<file path="config.mk">
export PLATFORM = sky130hd
export DESIGN_NAME = zvp_ctrl
export DESIGN_NICKNAME = d
export VERILOG_FILES = /design/src/zvp_pkg.sv /design/src/zvp_select.sv /design/src/zvp_ctrl.sv
export VERILOG_INCLUDE_DIRS = /design/src /design/src/src
export SDC_FILE = /design/constraint.sdc
export NUM_CORES = 1
export LEC_CHECK = 0
export ABC_AREA = 1
export BUFFER_PORTS_ARGS = -buffer_cell sky130_fd_sc_hd__buf_2
export CAP_MARGIN = 15
export CORE_AREA = 2 2 100 73
export DETAILED_ROUTE_END_ITERATION = 10
export DIE_AREA = 0 0 102 75
export GPL_TIMING_DRIVEN = 0
export PLACE_DENSITY_LB_ADDON = 0.25
export SLEW_MARGIN = 20
export SYNTH_ARGS = -nofsm -noshare
export SYNTH_HDL_FRONTEND = slang
export SYNTH_SLANG_ARGS = --single-unit
</file>
<file path="constraint.sdc">
create_clock -name ref_clk_i -period 1 [get_ports ref_clk_i]
set_clock_uncertainty 0.1 [all_clocks]
set_input_delay 0.05 -clock ref_clk_i [delete_from_list [all_inputs] [get_ports ref_clk_i]]
set_output_delay 0.05 -clock ref_clk_i [all_outputs]
set_load 0.01 [all_outputs]
</file>
<file path="src/zvp_defines.svh">
// constants of the zoomed-video port control block
// assumes inclusion by bare name from the package and the design modules
`ifndef ZVP_DEFINES_SVH
`define ZVP_DEFINES_SVH

// ----------------------------------------------------------------------
// register offsets
// ----------------------------------------------------------------------
`define ZVP_OFS_PRESENT_STATE   8'h08
`define ZVP_OFS_FORCE_EVENT     8'h0c
`define ZVP_OFS_SOCKET_CONTROL  8'h10
`define ZVP_OFS_CARD_CONTROL    8'h91
`define ZVP_OFS_DIAGNOSTIC      8'h93

// ----------------------------------------------------------------------
// field positions
// ----------------------------------------------------------------------
`define ZVP_BIT_SUPPORT         27
`define ZVP_BIT_FORCE_SUPPORT   27
`define ZVP_BIT_IN_USE          11
`define ZVP_BIT_STD_CAPABLE     10
`define ZVP_BIT_SOCKET_ENABLE   9
`define ZVP_BIT_LEGACY_ENABLE   6
`define ZVP_BIT_PORT_SEL        5
`define ZVP_BIT_STD_DISABLE     0

// ----------------------------------------------------------------------
// reset values
// ----------------------------------------------------------------------
`define ZVP_RST_CARD_CONTROL    8'h00
`define ZVP_RST_DIAGNOSTIC      8'h00
`define ZVP_RST_SUPPORT         1'b0
`define ZVP_RST_SOCKET_ENABLE   1'b0

`endif

</file>
<file path="src/zvp_pkg.sv">
// types of the zoomed-video port control block
// assumes zvp_defines.svh is on the include path
`include "zvp_defines.svh"

package zvp_pkg;

    // whole state of the control block, two sockets
    typedef struct packed {
        logic [1:0][7:0] card_control;   // one per socket function
        logic [7:0]      diagnostic;
        logic [1:0]      support;        // platform_video_support per socket
        logic [1:0]      socket_enable;  // socket_video_enable per socket
        logic            sel0_n;
        logic            sel1_n;
        logic            active;
        logic [1:0]      addr_hi_oe;
        logic [1:0]      addr_lo_oe;
        logic [31:0]     rdata;
        logic            ack;
    } zvp_state_s;

endpackage : zvp_pkg

</file>
<file path="src/zvp_select.sv">
// priority selection of the zoomed-video source socket
// assumes effective enables computed by the parent; purely combinational
`timescale 1ns/100ps

module zvp_select (
    // effective enables and priority
    input  wire logic [1:0] enable_i,
    input  wire logic       port_sel_i,
    // steering to external bus drivers
    output logic            sel0_n_o,
    output logic            sel1_n_o,
    output logic            active_o
);

    // ------------------------------------------------------------------
    // truth table
    // ------------------------------------------------------------------
    logic pick0;
    logic pick1;

    // priority only matters with both enabled
    always_comb begin
        pick0 = 1'b0;
        pick1 = 1'b0;
        if (enable_i == 2'b11) begin
            pick0 = ~port_sel_i;
            pick1 = port_sel_i;
        end else begin
            pick0 = enable_i[0];
            pick1 = enable_i[1];
        end
    end

    // active-low selects, high when none chosen
    assign sel0_n_o = ~pick0;
    assign sel1_n_o = ~pick1;
    assign active_o = |enable_i;

endmodule // zvp_select

</file>
<file path="src/zvp_ctrl.sv">
// zoomed-video port control: registers, address line enables, source select
// assumes a single-cycle register access port, synchronous to ref_clk_i
//
// Overview of operation
// - A set legacy enable bit in a socket's card control register floats that socket's A25-A4.
// - While video is on, a socket keeps driving A3-A0 so configuration stays reachable.
// - Socket 0 select goes low only when socket 0 is chosen, socket 1 likewise, else both high.
// - With both sockets enabled the priority bit picks socket 0 at 0 and socket 1 at 1.
// - With no socket enabled both selects are high and the activity output is low.
// - The activity output is high while at least one socket has video enabled.
// - Bit 27 of the present state register shows the read-only platform support flag.
// - Writing bit 27 of the force event register sets that socket's support flag.
// - Bit 11 of socket control reads 1 while either socket has video enabled.
// - Bit 10 of socket control reads 1 while the standardized model is enabled.
// - Bit 9 of socket control is a writable per-socket video enable.
// - Bit 0 of the diagnostic register at 1 disables the standardized model.
// - The legacy enable bit keeps working alongside the socket control enable.
`timescale 1ns/100ps
`include "zvp_defines.svh"

module zvp_ctrl #(
    parameter int NUM_SOCKETS = 2
) (
    // clock and reset
    input  wire logic        ref_clk_i,
    input  wire logic        rstn_i,
    // register access port
    input  wire logic        reg_wr_i,
    input  wire logic        reg_rd_i,
    input  wire logic        reg_space_i,   // 0: configuration, 1: socket registers
    input  wire logic        reg_sock_i,    // socket or function number
    input  wire logic [7:0]  reg_addr_i,
    input  wire logic [31:0] reg_wdata_i,
    output logic      [31:0] reg_rdata_o,
    output logic             reg_ack_o,
    // card address line drive enables
    output logic      [1:0]  card_addr_hi_oe_o,
    output logic      [1:0]  card_addr_lo_oe_o,
    // external bus driver steering
    output logic             socket0_video_select_n_o,
    output logic             socket1_video_select_n_o,
    output logic             video_active_out_o
);

    // ------------------------------------------------------------------
    // elaboration check
    // ------------------------------------------------------------------
    // select table and register layout are defined for two sockets only
    if (NUM_SOCKETS != 2) begin : g_bad_sockets
        $error("zvp_ctrl serves exactly two sockets");
    end

    // ------------------------------------------------------------------
    // state
    // ------------------------------------------------------------------
    zvp_pkg::zvp_state_s state_reg;
    zvp_pkg::zvp_state_s state_next;

    logic [1:0]  legacy_video_enable;
    logic [1:0]  eff_enable;
    logic        std_model_disable;
    logic        std_model_capable;
    logic        video_in_use;
    logic        port_sel;
    logic        sel0_n;
    logic        sel1_n;
    logic        active;

    // ------------------------------------------------------------------
    // effective enables
    // ------------------------------------------------------------------
    assign std_model_disable = state_reg.diagnostic[`ZVP_BIT_STD_DISABLE];
    assign std_model_capable = ~std_model_disable;
    // socket 0 function owns the priority bit, shared by both sources
    assign port_sel = state_reg.card_control[0][`ZVP_BIT_PORT_SEL];

    // per-socket enable: legacy path always works, model path only when on
    for (genvar s = 0; s < 2; s++) begin : g_sock
        assign legacy_video_enable[s] = state_reg.card_control[s][`ZVP_BIT_LEGACY_ENABLE];
        assign eff_enable[s] = legacy_video_enable[s]
                             | (state_reg.socket_enable[s] & std_model_capable);
    end

    assign video_in_use = |eff_enable;

    zvp_select u_select (
        .enable_i   (eff_enable),
        .port_sel_i (port_sel),
        .sel0_n_o   (sel0_n),
        .sel1_n_o   (sel1_n),
        .active_o   (active)
    );

    // ------------------------------------------------------------------
    // next state
    // ------------------------------------------------------------------
    // register writes, reads and registered pin levels
    always_comb begin
        state_next = state_reg;
        state_next.ack = 1'b0;

        // writes
        if (reg_wr_i) begin
            if (!reg_space_i) begin
                unique case (reg_addr_i)
                    `ZVP_OFS_CARD_CONTROL: begin
                        state_next.card_control[reg_sock_i] = reg_wdata_i[7:0];
                    end
                    `ZVP_OFS_DIAGNOSTIC: begin
                        state_next.diagnostic = reg_wdata_i[7:0];
                    end
                    default: begin
                    end
                endcase
            end else begin
                unique case (reg_addr_i)
                    `ZVP_OFS_FORCE_EVENT: begin
                        // set only; writing 0 leaves the flag alone
                        if (reg_wdata_i[`ZVP_BIT_FORCE_SUPPORT]) begin
                            state_next.support[reg_sock_i] = 1'b1;
                        end
                    end
                    `ZVP_OFS_SOCKET_CONTROL: begin
                        state_next.socket_enable[reg_sock_i] =
                            reg_wdata_i[`ZVP_BIT_SOCKET_ENABLE];
                    end
                    default: begin
                    end
                endcase
            end
        end

        // reads, answered one cycle later; unmapped offsets read zero
        if (reg_rd_i) begin
            state_next.ack   = 1'b1;
            state_next.rdata = 32'h0000_0000;
            if (!reg_space_i) begin
                unique case (reg_addr_i)
                    `ZVP_OFS_CARD_CONTROL: begin
                        state_next.rdata[7:0] = state_reg.card_control[reg_sock_i];
                    end
                    `ZVP_OFS_DIAGNOSTIC: begin
                        state_next.rdata[7:0] = state_reg.diagnostic;
                    end
                    default: begin
                    end
                endcase
            end else begin
                unique case (reg_addr_i)
                    `ZVP_OFS_PRESENT_STATE: begin
                        state_next.rdata[`ZVP_BIT_SUPPORT] =
                            state_reg.support[reg_sock_i];
                    end
                    `ZVP_OFS_SOCKET_CONTROL: begin
                        state_next.rdata[`ZVP_BIT_IN_USE]        = video_in_use;
                        state_next.rdata[`ZVP_BIT_STD_CAPABLE]   = std_model_capable;
                        state_next.rdata[`ZVP_BIT_SOCKET_ENABLE] =
                            state_reg.socket_enable[reg_sock_i];
                    end
                    default: begin
                    end
                endcase
            end
        end

        // pins follow the current enables with one cycle of latency
        state_next.sel0_n     = sel0_n;
        state_next.sel1_n     = sel1_n;
        state_next.active     = active;
        // legacy bit alone floats the upper lines
        state_next.addr_hi_oe = ~legacy_video_enable;
        // lower lines stay driven for card configuration access
        state_next.addr_lo_oe = 2'b11;
    end

    // ------------------------------------------------------------------
    // state register
    // ------------------------------------------------------------------
    always_ff @(posedge ref_clk_i or negedge rstn_i) begin
        if (!rstn_i) begin
            state_reg.card_control  <= {`ZVP_RST_CARD_CONTROL, `ZVP_RST_CARD_CONTROL};
            state_reg.diagnostic    <= `ZVP_RST_DIAGNOSTIC;
            state_reg.support       <= {`ZVP_RST_SUPPORT, `ZVP_RST_SUPPORT};
            state_reg.socket_enable <= {`ZVP_RST_SOCKET_ENABLE, `ZVP_RST_SOCKET_ENABLE};
            state_reg.sel0_n        <= 1'b1;
            state_reg.sel1_n        <= 1'b1;
            state_reg.active        <= 1'b0;
            state_reg.addr_hi_oe    <= 2'b11;
            state_reg.addr_lo_oe    <= 2'b11;
            state_reg.rdata         <= 32'h0000_0000;
            state_reg.ack           <= 1'b0;
        end else begin
            state_reg <= state_next;
        end
    end

    // ------------------------------------------------------------------
    // outputs
    // ------------------------------------------------------------------
    assign reg_rdata_o              = state_reg.rdata;
    assign reg_ack_o                = state_reg.ack;
    assign card_addr_hi_oe_o        = state_reg.addr_hi_oe;
    assign card_addr_lo_oe_o        = state_reg.addr_lo_oe;
    assign socket0_video_select_n_o = state_reg.sel0_n;
    assign socket1_video_select_n_o = state_reg.sel1_n;
    assign video_active_out_o       = state_reg.active;

endmodule // zvp_ctrl

</file>
Yosys cells after proc, flatten, opt, wreduce, memory -nomap -nowiden
Cells that the tools add are included.
Cells by class
  multipliers: 0
  equality and inequality tests: 6
  divide/modulo/power cells: 0
  shifts and indexed selects: 0
  bitwise operators: 11
  $lt $le $gt $ge: 2
  add/sub/neg operators: 0
  reduce and logical (&&, ||, !) cells: 6
  mux-type cells: 21
Operators with widths (count)
  2-to-1 mux 8 bit: 4
  bitwise mux 16 bit: 1
  == test 8 x 4 -> 1 bit, second input constant: 2
  == test 8 bit, second input constant: 2
  case mux 8 bit (2 select lines): 1
  2-to-1 mux 1 bit: 10
  AND reduction 3 bit: 3
  demux 8 bit (select 1 bit): 1
  == test 8 x 5 -> 1 bit, second input constant: 1
  2-to-1 mux 3 bit: 2
  NOT 1 bit: 5
  AND reduction 4 bit: 1
  AND 1 bit: 2
  bitwise mux 2 bit: 1
  == test 2 bit, second input constant: 1
  less-than comparator 1 x 2 -> 1 bit, second input constant: 1
  NOT 2 bit: 1
  OR 1 bit: 2
  OR 2 bit: 1
  OR reduction 2 bit: 1
  demux 1 bit (select 1 bit): 1
  greater-or-equal comparator 1 bit, second input constant: 1
  logical AND 1 bit: 1
Word-level totals
  output and inout bits: 40
  input bits: 46
  RAM bits: 0
  memory bits (read-only): 0
  latch bits: 0
  memories kept: 0
  register bits after elaboration: 46
  word-level logic and storage cells: 57

Logic depth before layout (Yosys ltp)
Gate-level depths: netlist of the first run.
  word-level depth: 6
  gate-level depth with buffers: 8
  depth with buffers taken out: 7

Cells and area by module
Synthesis of the first run repeated with hierarchy kept, for this count alone.
Second synthesis, totals
  cells, all modules: 323
  area total of the unflattened synthesis: 2597.5 um2
Modules (own cells, without submodules)
  zvp_ctrl: cells each 317, seq. area each 1156.1 um2, area an instance 2572.5 um2, times used 1
  zvp_select: cells each 6, seq. area each 0.0 um2, area an instance 25.0 um2, times used 1

Least setup slack after synthesis of the first run
OpenSTA, ideal clock, no wires.
  path kind: register -> register
  start: register state_reg[44] (netlist name)
  end: register state_reg (netlist bit reg_rdata_o[11])
  library setup time: 117 ps
  clock period less this slack: 1001 ps
  cell stages (with the launch flop): 6
  arrival time: 783 ps
  buffers on the path: 0
  slack: -1 ps
  required time: 783 ps
  cells stage by stage: dfrtp_1 > inv_1 > a21oi_1 > nand2_1 > nand3_1 > nand2_1
Between the ends
  word-level cells in the longest chain between the ends: 6
  elaborated cells on any way between the ends: 8
  those cells by class: 2 x mux; 5 x bitwise; 1 x reduce/logical
Ends and longest elaborated chain
  from (decl): line zvp_ctrl.sv:56  | zvp_pkg::zvp_state_s state_reg;
  from (signal assigned): line zvp_ctrl.sv:193  | state_reg <= state_next;
  NOT 1 bit *: line zvp_ctrl.sv:73  | assign std_model_capable = ~std_model_disable;
  AND 1 bit: line zvp_ctrl.sv:81  | | (state_reg.socket_enable[s] & std_model_capable);
  OR 1 bit: line zvp_ctrl.sv:81
  OR reduction 2 bit *
  via active: line zvp_ctrl.sv:67  | logic active;
  2-to-1 mux 3 bit *: line zvp_ctrl.sv:149  | unique case (reg_addr_i)
  2-to-1 mux 3 bit *: line zvp_ctrl.sv:137  | if (!reg_space_i) begin
Mark *: on every way through the listed nets, which the timed path passes. The rest lies on a longest branch.
A chain may end at the register's enable or synchronous reset.

Final worst setup path of the first run
  start: register state_reg (netlist bit card_addr_hi_oe_o[0])
  end: output card_addr_hi_oe_o[0]
RTL lines
  to (decl): line zvp_ctrl.sv:37  | output logic [1:0] card_addr_hi_oe_o,
No word-level cell between the ends.

==> impl_metrics.py, run 1 <==
metrics = {
    "outcome": {
        "status": "finished with violations",
        "violations": "negative setup slack",
    },
    "layout": {
        "num-nets-final": 457,
        "drive_above_1_share_pct": 32.8,
        "largest_register_ffs": 25,
        "area_growth_pct": 31.9,
        "design_area_sq_mm": 0.00343,
        "final_common_cell": "nand2_1",
        "layout_common_cells": "123 x nand2_1, 51 x buf_4, 42 x dfrtp_1",
        "antennaDiodeCount": 0,
        "final_core_util_pct": 51.8,
        "n_fill_cell": 656,
    },
    "power_and_ir_drop": {
        "peakVddDrop_mv": 0.526,
        "fin_total_pwr_mw": 3.79,
        "power_density_mw_per_mm2": 1100,
        "p_leak_nw": 1.97,
    },
    "die": {
        "rows": 25,
        "fp.dieArea_sq_mm": 0.00765,
        "io_pins": 86,
        "die_w_microns": 102,
        "core_sq_mm": 0.00663,
        "start_util_pct": 39.3,
        "die_h_microns": 75,
    },
    "worst_setup_path": {
        "critical-path-slowest-cell": "dfstp_2",
        "cp-end-kind": "output pin",
        "crit_arrival_ps": 930,
        "r2r_end": "reg_rdata_o[6]",
        "start_kind": "register",
        "critPathMaxStageDelay_ps": 540,
        "path_buf_inv": 1,
        "path_delay_family": "flip-flops",
        "path_cells": "buf_6",
        "r2r-start": "legacy_video_enable[0]",
        "r2r_cells": 6,
        "crit_fanout": 1,
        "worstPathRequired_ps": 850,
        "critPathKind": "register to output pin",
        "r2r_slack_ps": -10,
    },
    "synth": {
        "async_flop_share_pct": 100,
        "netlist_area_sq_mm": 0.00260,
        "yosys_warnings": 0,
        "ys_types": 26,
        "yosys-top-cells-area": "dfrtp_1 40%, nand2_1 18%, buf_4 11%",
        "ys_seq_area_share_pct": 44.4,
        "synth-main-ff-cell": "dfrtp_1",
        "yosysTopAreaCell": "dfrtp_1",
        "synth_top_cell_area_share_pct": 40.4,
        "synthCells": 320,
        "synth_edf_count": 0,
        "ys_seq_elements": 46,
        "avgSynthCellArea_sq_um": 8.14,
    },
    "worst_hold_path": {
        "whs_endpoint": "state_reg[43]",
        "hp-start": "reg_wdata_i[27]",
        "hold_class": "input port to register",
        "hold_depth": 5,
    },
    "global_routing": {
        "antenna_found_initial": 0,
        "track_usage_pct": 16.7,
        "overflow": 0,
        "grt_pass1_vias": 2006,
        "grt_pass1_wl_microns": 9630,
        "grt_max_degree": 47,
    },
    "placement": {
        "post-place-ws_ps": -257,
        "dp_hpwl_microns": 4350,
        "dpl_cell_area_sq_mm": 0.00300,
        "gp_congestion": 0.800,
        "portBuffers": 40,
    },
    "timing": {
        "final_hold_viol_count": 0,
        "slew_viol_final": 0,
        "relSlewSlack_pct": 58.6,
        "timing.fmax_mhz": 924,
        "layout_min_cycle_time_ps": 1080,
        "worst_slew_pin_slew_ps": 620,
        "fin_setup_tns_ps": -311,
        "worst_slack_ps": -82.2,
        "rsz0062_at_grt": "yes",
        "setup_viol": 6,
        "min_period_over_period_pct": 108,
    },
    "clock_network": {
        "clkTransAtPathRegs_ps": 90,
        "insertion_delay_ps": 300,
        "clock-sinks": 46,
        "ctsHtreeMaxLevel": 2,
        "clockBufferDepth": 2,
        "clockRootBuffer": "clkbuf_8",
        "cts_tree": "yes",
        "cts_buffers": 5,
    },
    "routing": {
        "wl_per_cell_microns": 11.9,
        "dr_total_vias": 2242,
        "drc_errors": 0,
        "drtIter0Drc": 164,
        "first_pass_iters": 4,
        "drtAntennaViolNets": 0,
        "totalWireLength_microns": 6000,
        "viasPerCell": 4.43,
    },
    "flow_run": {
        "drv_cap": 0,
    },
}
## worst reg2reg max path: stages, from the launching register on
cell	delay, ps
dfrtp_1	410
inv_2	60
o21ai_2	110
nand3_1	80
nand2_1	70
nand2_1	40
nand2_1	70
## synth_stat cells (3+ instances only)
cell,number
o21ai_0,3
nand3_1,30
buf_2,5
nand4_1,19
inv_2,4
nand2_1,123
inv_1,14
nor2_1,9
nand2_2,4
buf_4,38
dfrtp_1,42
nor2_8,4
dfstp_2,4
## stage by stage
| step | instances | hold WS [ps] |
|---|---|---|
| finish | 506 | 11.2 |
| global route | 506 | 23.0 |
| CTS | 492 | -139 |
| detailed placement | 474 | 91.5 |
| global placement | 474 | 88.1 |
| floorplan | 340 | -346 |
## worst max-delay path by stage
stage	startpoint	endpoint	cells past startpoint
detailed placement	reg_addr_i[2]	state_reg[51]	9
finish	card_addr_hi_oe_o[0]	card_addr_hi_oe_o[0]	1
floorplan	reg_addr_i[5]	state_reg[44]	8
global placement	reg_addr_i[5]	state_reg[51]	9
global route	card_addr_hi_oe_o[0]	card_addr_hi_oe_o[0]	1
CTS	card_addr_hi_oe_o[0]	card_addr_hi_oe_o[0]	1
## cell type report
| class | instances | area, sq um | area share (%) |
|---|---|---|---|
| flip-flops and latches | 46 | 1160 | 33.7 |
| multi-input cells | 229 | 1130 | 32.9 |
| repair buffers | 78 | 618 | 18.0 |
| plain buffers | 32 | 231 | 6.74 |
| well taps | 94 | 118 | 3.42 |
| clock buffers | 7 | 76.3 | 2.22 |
| inverters | 19 | 75.1 | 2.19 |
| clock inverters | 1 | 30.0 | 0.874 |
## report_power, final
group          total [mW]  switching (mW)  internal, mW
Combinational       0.498           0.298         0.199
Clock                1.39           0.637         0.749
Sequential           1.90          0.0147          1.89
Total                3.79           0.950          2.84
## repair_timing
item / 4_1_cts / 5_1_grt
resized for setup: 21 / 3
endpoints found under the setup margin: 19 / 31
setup buffers: 13 / 13
hold buffers: 11 / 1
pin swaps: 2 / 10
endpoints found under the hold margin: 71 / 42
## layer usage
| layer | wire (microns) | up-vias | global-route usage [%] |
|---|---|---|---|
| li1 | - | 1145 | - |
| met1 | 2890 | 1029 | 24.3 |
| met2 | 2680 | 60 | 25.6 |
| met3 | 352 | 8 | 3.16 |
| met4 | 74 | 0 | 4.89 |
| met5 | 0 | - | 0 |
## cells by family after synthesis
group | count (synthesis) | synth area share [%]
compound gates | 9 | 1.92
buf+inv | 65 | 15.7
flops | 46 | 44.4
mux | 1 | 0.384
other cells | 2 | 0.288
simple gates | 197 | 37.3
(Power assumes the default switching activity.)
==> run 2, diff against run 1 <==
--- a/config.mk
+++ b/config.mk
@@ -8,7 +8,6 @@
 export LEC_CHECK = 0
 export ABC_AREA = 1
 export BUFFER_PORTS_ARGS = -buffer_cell sky130_fd_sc_hd__buf_2
-export CAP_MARGIN = 15
 export CORE_AREA = 2 2 100 73
 export DETAILED_ROUTE_END_ITERATION = 10
 export DIE_AREA = 0 0 102 75
@@ -17,4 +16,5 @@
 export SLEW_MARGIN = 20
 export SYNTH_ARGS = -nofsm -noshare
 export SYNTH_HDL_FRONTEND = slang
+export SYNTH_HIERARCHICAL = 1
 export SYNTH_SLANG_ARGS = --single-unit
==> impl_metrics.py, run 2 <==
metrics = {
    "timing": {
        "timing.fmax_mhz": 910,
        "setup_viol": 9,
        "min_period_over_period_pct": 110,
        "slew_viol_final": 0,
        "holdWs_ps": 3.44,
        "worst_slack_ps": -98.4,
        "final_hold_viol_count": 0,
        "relSlewSlack_pct": 61.7,
        "rsz0062_at_grt": "yes",
        "layout_min_cycle_time_ps": 1100,
        "worst_slew_pin_slew_ps": 575,
    },
    "worst_setup_path": {
        "crit_arrival_ps": 950,
        "critical-path-slowest-cell": "dfstp_2",
        "r2r_cells": 4,
        "r2r_slack_ps": -60,
        "start_kind": "register",
        "path_buf_inv": 1,
        "cp-end-kind": "output pin",
        "r2r_end": "video_active_out_o",
        "path_delay_family": "flip-flops",
        "path_cells": "buf_6",
        "worstPathRequired_ps": 850,
        "r2r-start": "state_reg[44]",
        "critPathMaxStageDelay_ps": 540,
        "crit_fanout": 1,
        "critPathKind": "register to output pin",
    },
    "outcome": {
        "violations": "negative setup slack",
        "status": "finished with violations",
    },
    "synth": {
        "ys_seq_elements": 46,
        "avgSynthCellArea_sq_um": 8.04,
        "ys_top_cells_by_count": "125 x nand2_1, 42 x dfrtp_1, 38 x buf_4",
        "netlist_area_sq_mm": 0.00260,
        "yosysTopAreaCell": "dfrtp_1",
        "synth_most_common_cell": "nand2_1",
        "ys_seq_area_share_pct": 44.5,
        "synth_edf_count": 0,
        "async_flop_share_pct": 100,
        "synth_top_cell_area_share_pct": 40.5,
        "yosys-top-cells-area": "dfrtp_1 40%, nand2_1 18%, buf_4 11%",
        "yosys_warnings": 6,
        "ys_types": 27,
        "synth-main-ff-cell": "dfrtp_1",
        "synthCells": 323,
    },
    "die": {
        "rows": 25,
        "io_pins": 86,
        "start_util_pct": 39.2,
        "die_h_microns": 75,
        "die_w_microns": 102,
        "core_sq_mm": 0.00663,
        "fp.dieArea_sq_mm": 0.00765,
    },
    "worst_hold_path": {
        "hold_depth": 5,
        "hold_class": "input port to register",
        "whs_endpoint": "state_reg[43]",
        "hp-start": "reg_addr_i[3]",
    },
    "layout": {
        "final_common_cell": "nand2_1",
        "drive_above_1_share_pct": 33.2,
        "largest_register_ffs": 25,
        "n_fill_cell": 664,
        "num-nets-final": 458,
        "area_growth_pct": 32.0,
        "antennaDiodeCount": 0,
        "layout_common_cells": "124 x nand2_1, 43 x buf_4, 42 x dfrtp_1",
    },
    "placement": {
        "gp_congestion": 0.865,
        "dp_hpwl_microns": 4180,
        "post-place-ws_ps": -258,
        "portBuffers": 40,
    },
    "clock_network": {
        "clockBufferDepth": 2,
        "clkTransAtPathRegs_ps": 100,
        "cts_buffers": 5,
        "clockRootBuffer": "clkbuf_8",
        "ctsHtreeMaxLevel": 2,
        "clock-sinks": 46,
        "cts_tree": "yes",
        "insertion_delay_ps": 320,
    },
    "global_routing": {
        "antenna_found_initial": 0,
        "grt_pass1_wl_microns": 9850,
        "track_usage_pct": 16.8,
        "grt_max_degree": 47,
        "grt_pass1_vias": 2090,
        "overflow": 0,
    },
    "flow_run": {
        "drv_cap": 0,
    },
    "routing": {
        "wl_per_cell_microns": 11.6,
        "first_pass_iters": 4,
        "drc_errors": 0,
        "viasPerCell": 4.46,
        "drtIter0Drc": 170,
        "totalWireLength_microns": 5900,
        "dr_total_vias": 2262,
        "drtAntennaViolNets": 0,
    },
    "power_and_ir_drop": {
        "power_density_mw_per_mm2": 1050,
        "peakVddDrop_mv": 0.547,
        "p_leak_nw": 1.94,
        "fin_total_pwr_mw": 3.61,
    },
}
run 2: cell types whose count changed in the layout (fill, tap and decap cells not counted), sizes merged, moves of 2 or more:
cell / previous run / this run
buf: 97 / 91
dlygate4sd3: 12 / 15
inv: 18 / 21
nand2: 129 / 131
nand3: 30 / 28
run 2: cell type report:
type	count	area, sq um	area share, %
Tap cell	94	118	3.43
Buffer	32	231	6.75
Clock buffer	5	68.8	2.01
Multi-Input combinational cell	231	1130	33.1
Inverter	20	75.1	2.19
Sequential cell	46	1160	33.7
Timing Repair Buffer	76	622	18.1
Clock inverter	3	25.0	0.730
run 2: layer usage:
metal / track usage [%] / share of wire [%] / vias to the layer above / wire, microns
li1: - / - / 1145 / -
met1: 23.9 / 48 / 1053 / 2810
met2: 25.8 / 46 / 54 / 2730
met3: 3.44 / 4.4 / 10 / 260
met4: 5.78 / 1.5 / 0 / 91
met5: 0 / 0 / - / 0
run 2: cell families (layout without fill, tap and decap cells):
| group | count (synthesis) | in the layout | share of synthesized area, % |
|---|---|---|---|
| and+or+nand+nor | 198 | 198 | 36.9 |
| buffers and inverters | 66 | 136 | 15.8 |
| DFF | 46 | 46 | 44.5 |
| AOI/OAI and AO/OA | 10 | 10 | 2.02 |
| other | 2 | 22 | 0.289 |
| muxes | 1 | 1 | 0.385 |
run 2: report_power, final:
part | internal [mW] | switching [mW] | total [mW]
sequential | 1.89 | 0.0152 | 1.90
clock | 0.505 | 0.707 | 1.21
combinational | 0.202 | 0.292 | 0.494
run 2: worst register-to-register path: cells and delay by family, from the launching register on:
family          cells  cell delay, ps
flops               1             410
buf+inv             2             120
compound gates      1             120
simple gates        1             220
run 2: stage by stage:
stage / TNS (ps) / utilization [%] / cell area [sq um] / std cells
floorplan: -17.1 / - / 2670 / 343
global placement: -8910 / 45.1 / 2990 / 477
detailed placement: -9190 / 45.1 / 2990 / 477
CTS: -510 / 50.1 / 3320 / 499
global route: -1430 / 51.7 / 3430 / 507
finish: -511 / 51.7 / 3430 / 507
run 2: worst max path at each step:
stage,cells past startpoint,slack (ps),start,endpoint
2_1_floorplan,4,-20,state_reg[44],video_active_out_o
3_5_place_dp,9,-260,reg_addr_i[5],state_reg[48]
3_3_place_gp,9,-230,reg_addr_i[5],state_reg[46]
5_1_grt,6,-150,legacy_video_enable[0],reg_rdata_o[6]
6_report,1,-100,socket1_video_select_n_o,socket1_video_select_n_o
4_1_cts,1,-100,card_addr_hi_oe_o[0],card_addr_hi_oe_o[0]
run 2: repair_timing:
item	in CTS	in global routing
hold buffers	14	1
pin swaps	5	12
endpoints found under the hold margin	74	42
buffers inserted	14	7
setup endpoints to repair	20	31
gates cloned	0	0
resized for setup	17	16
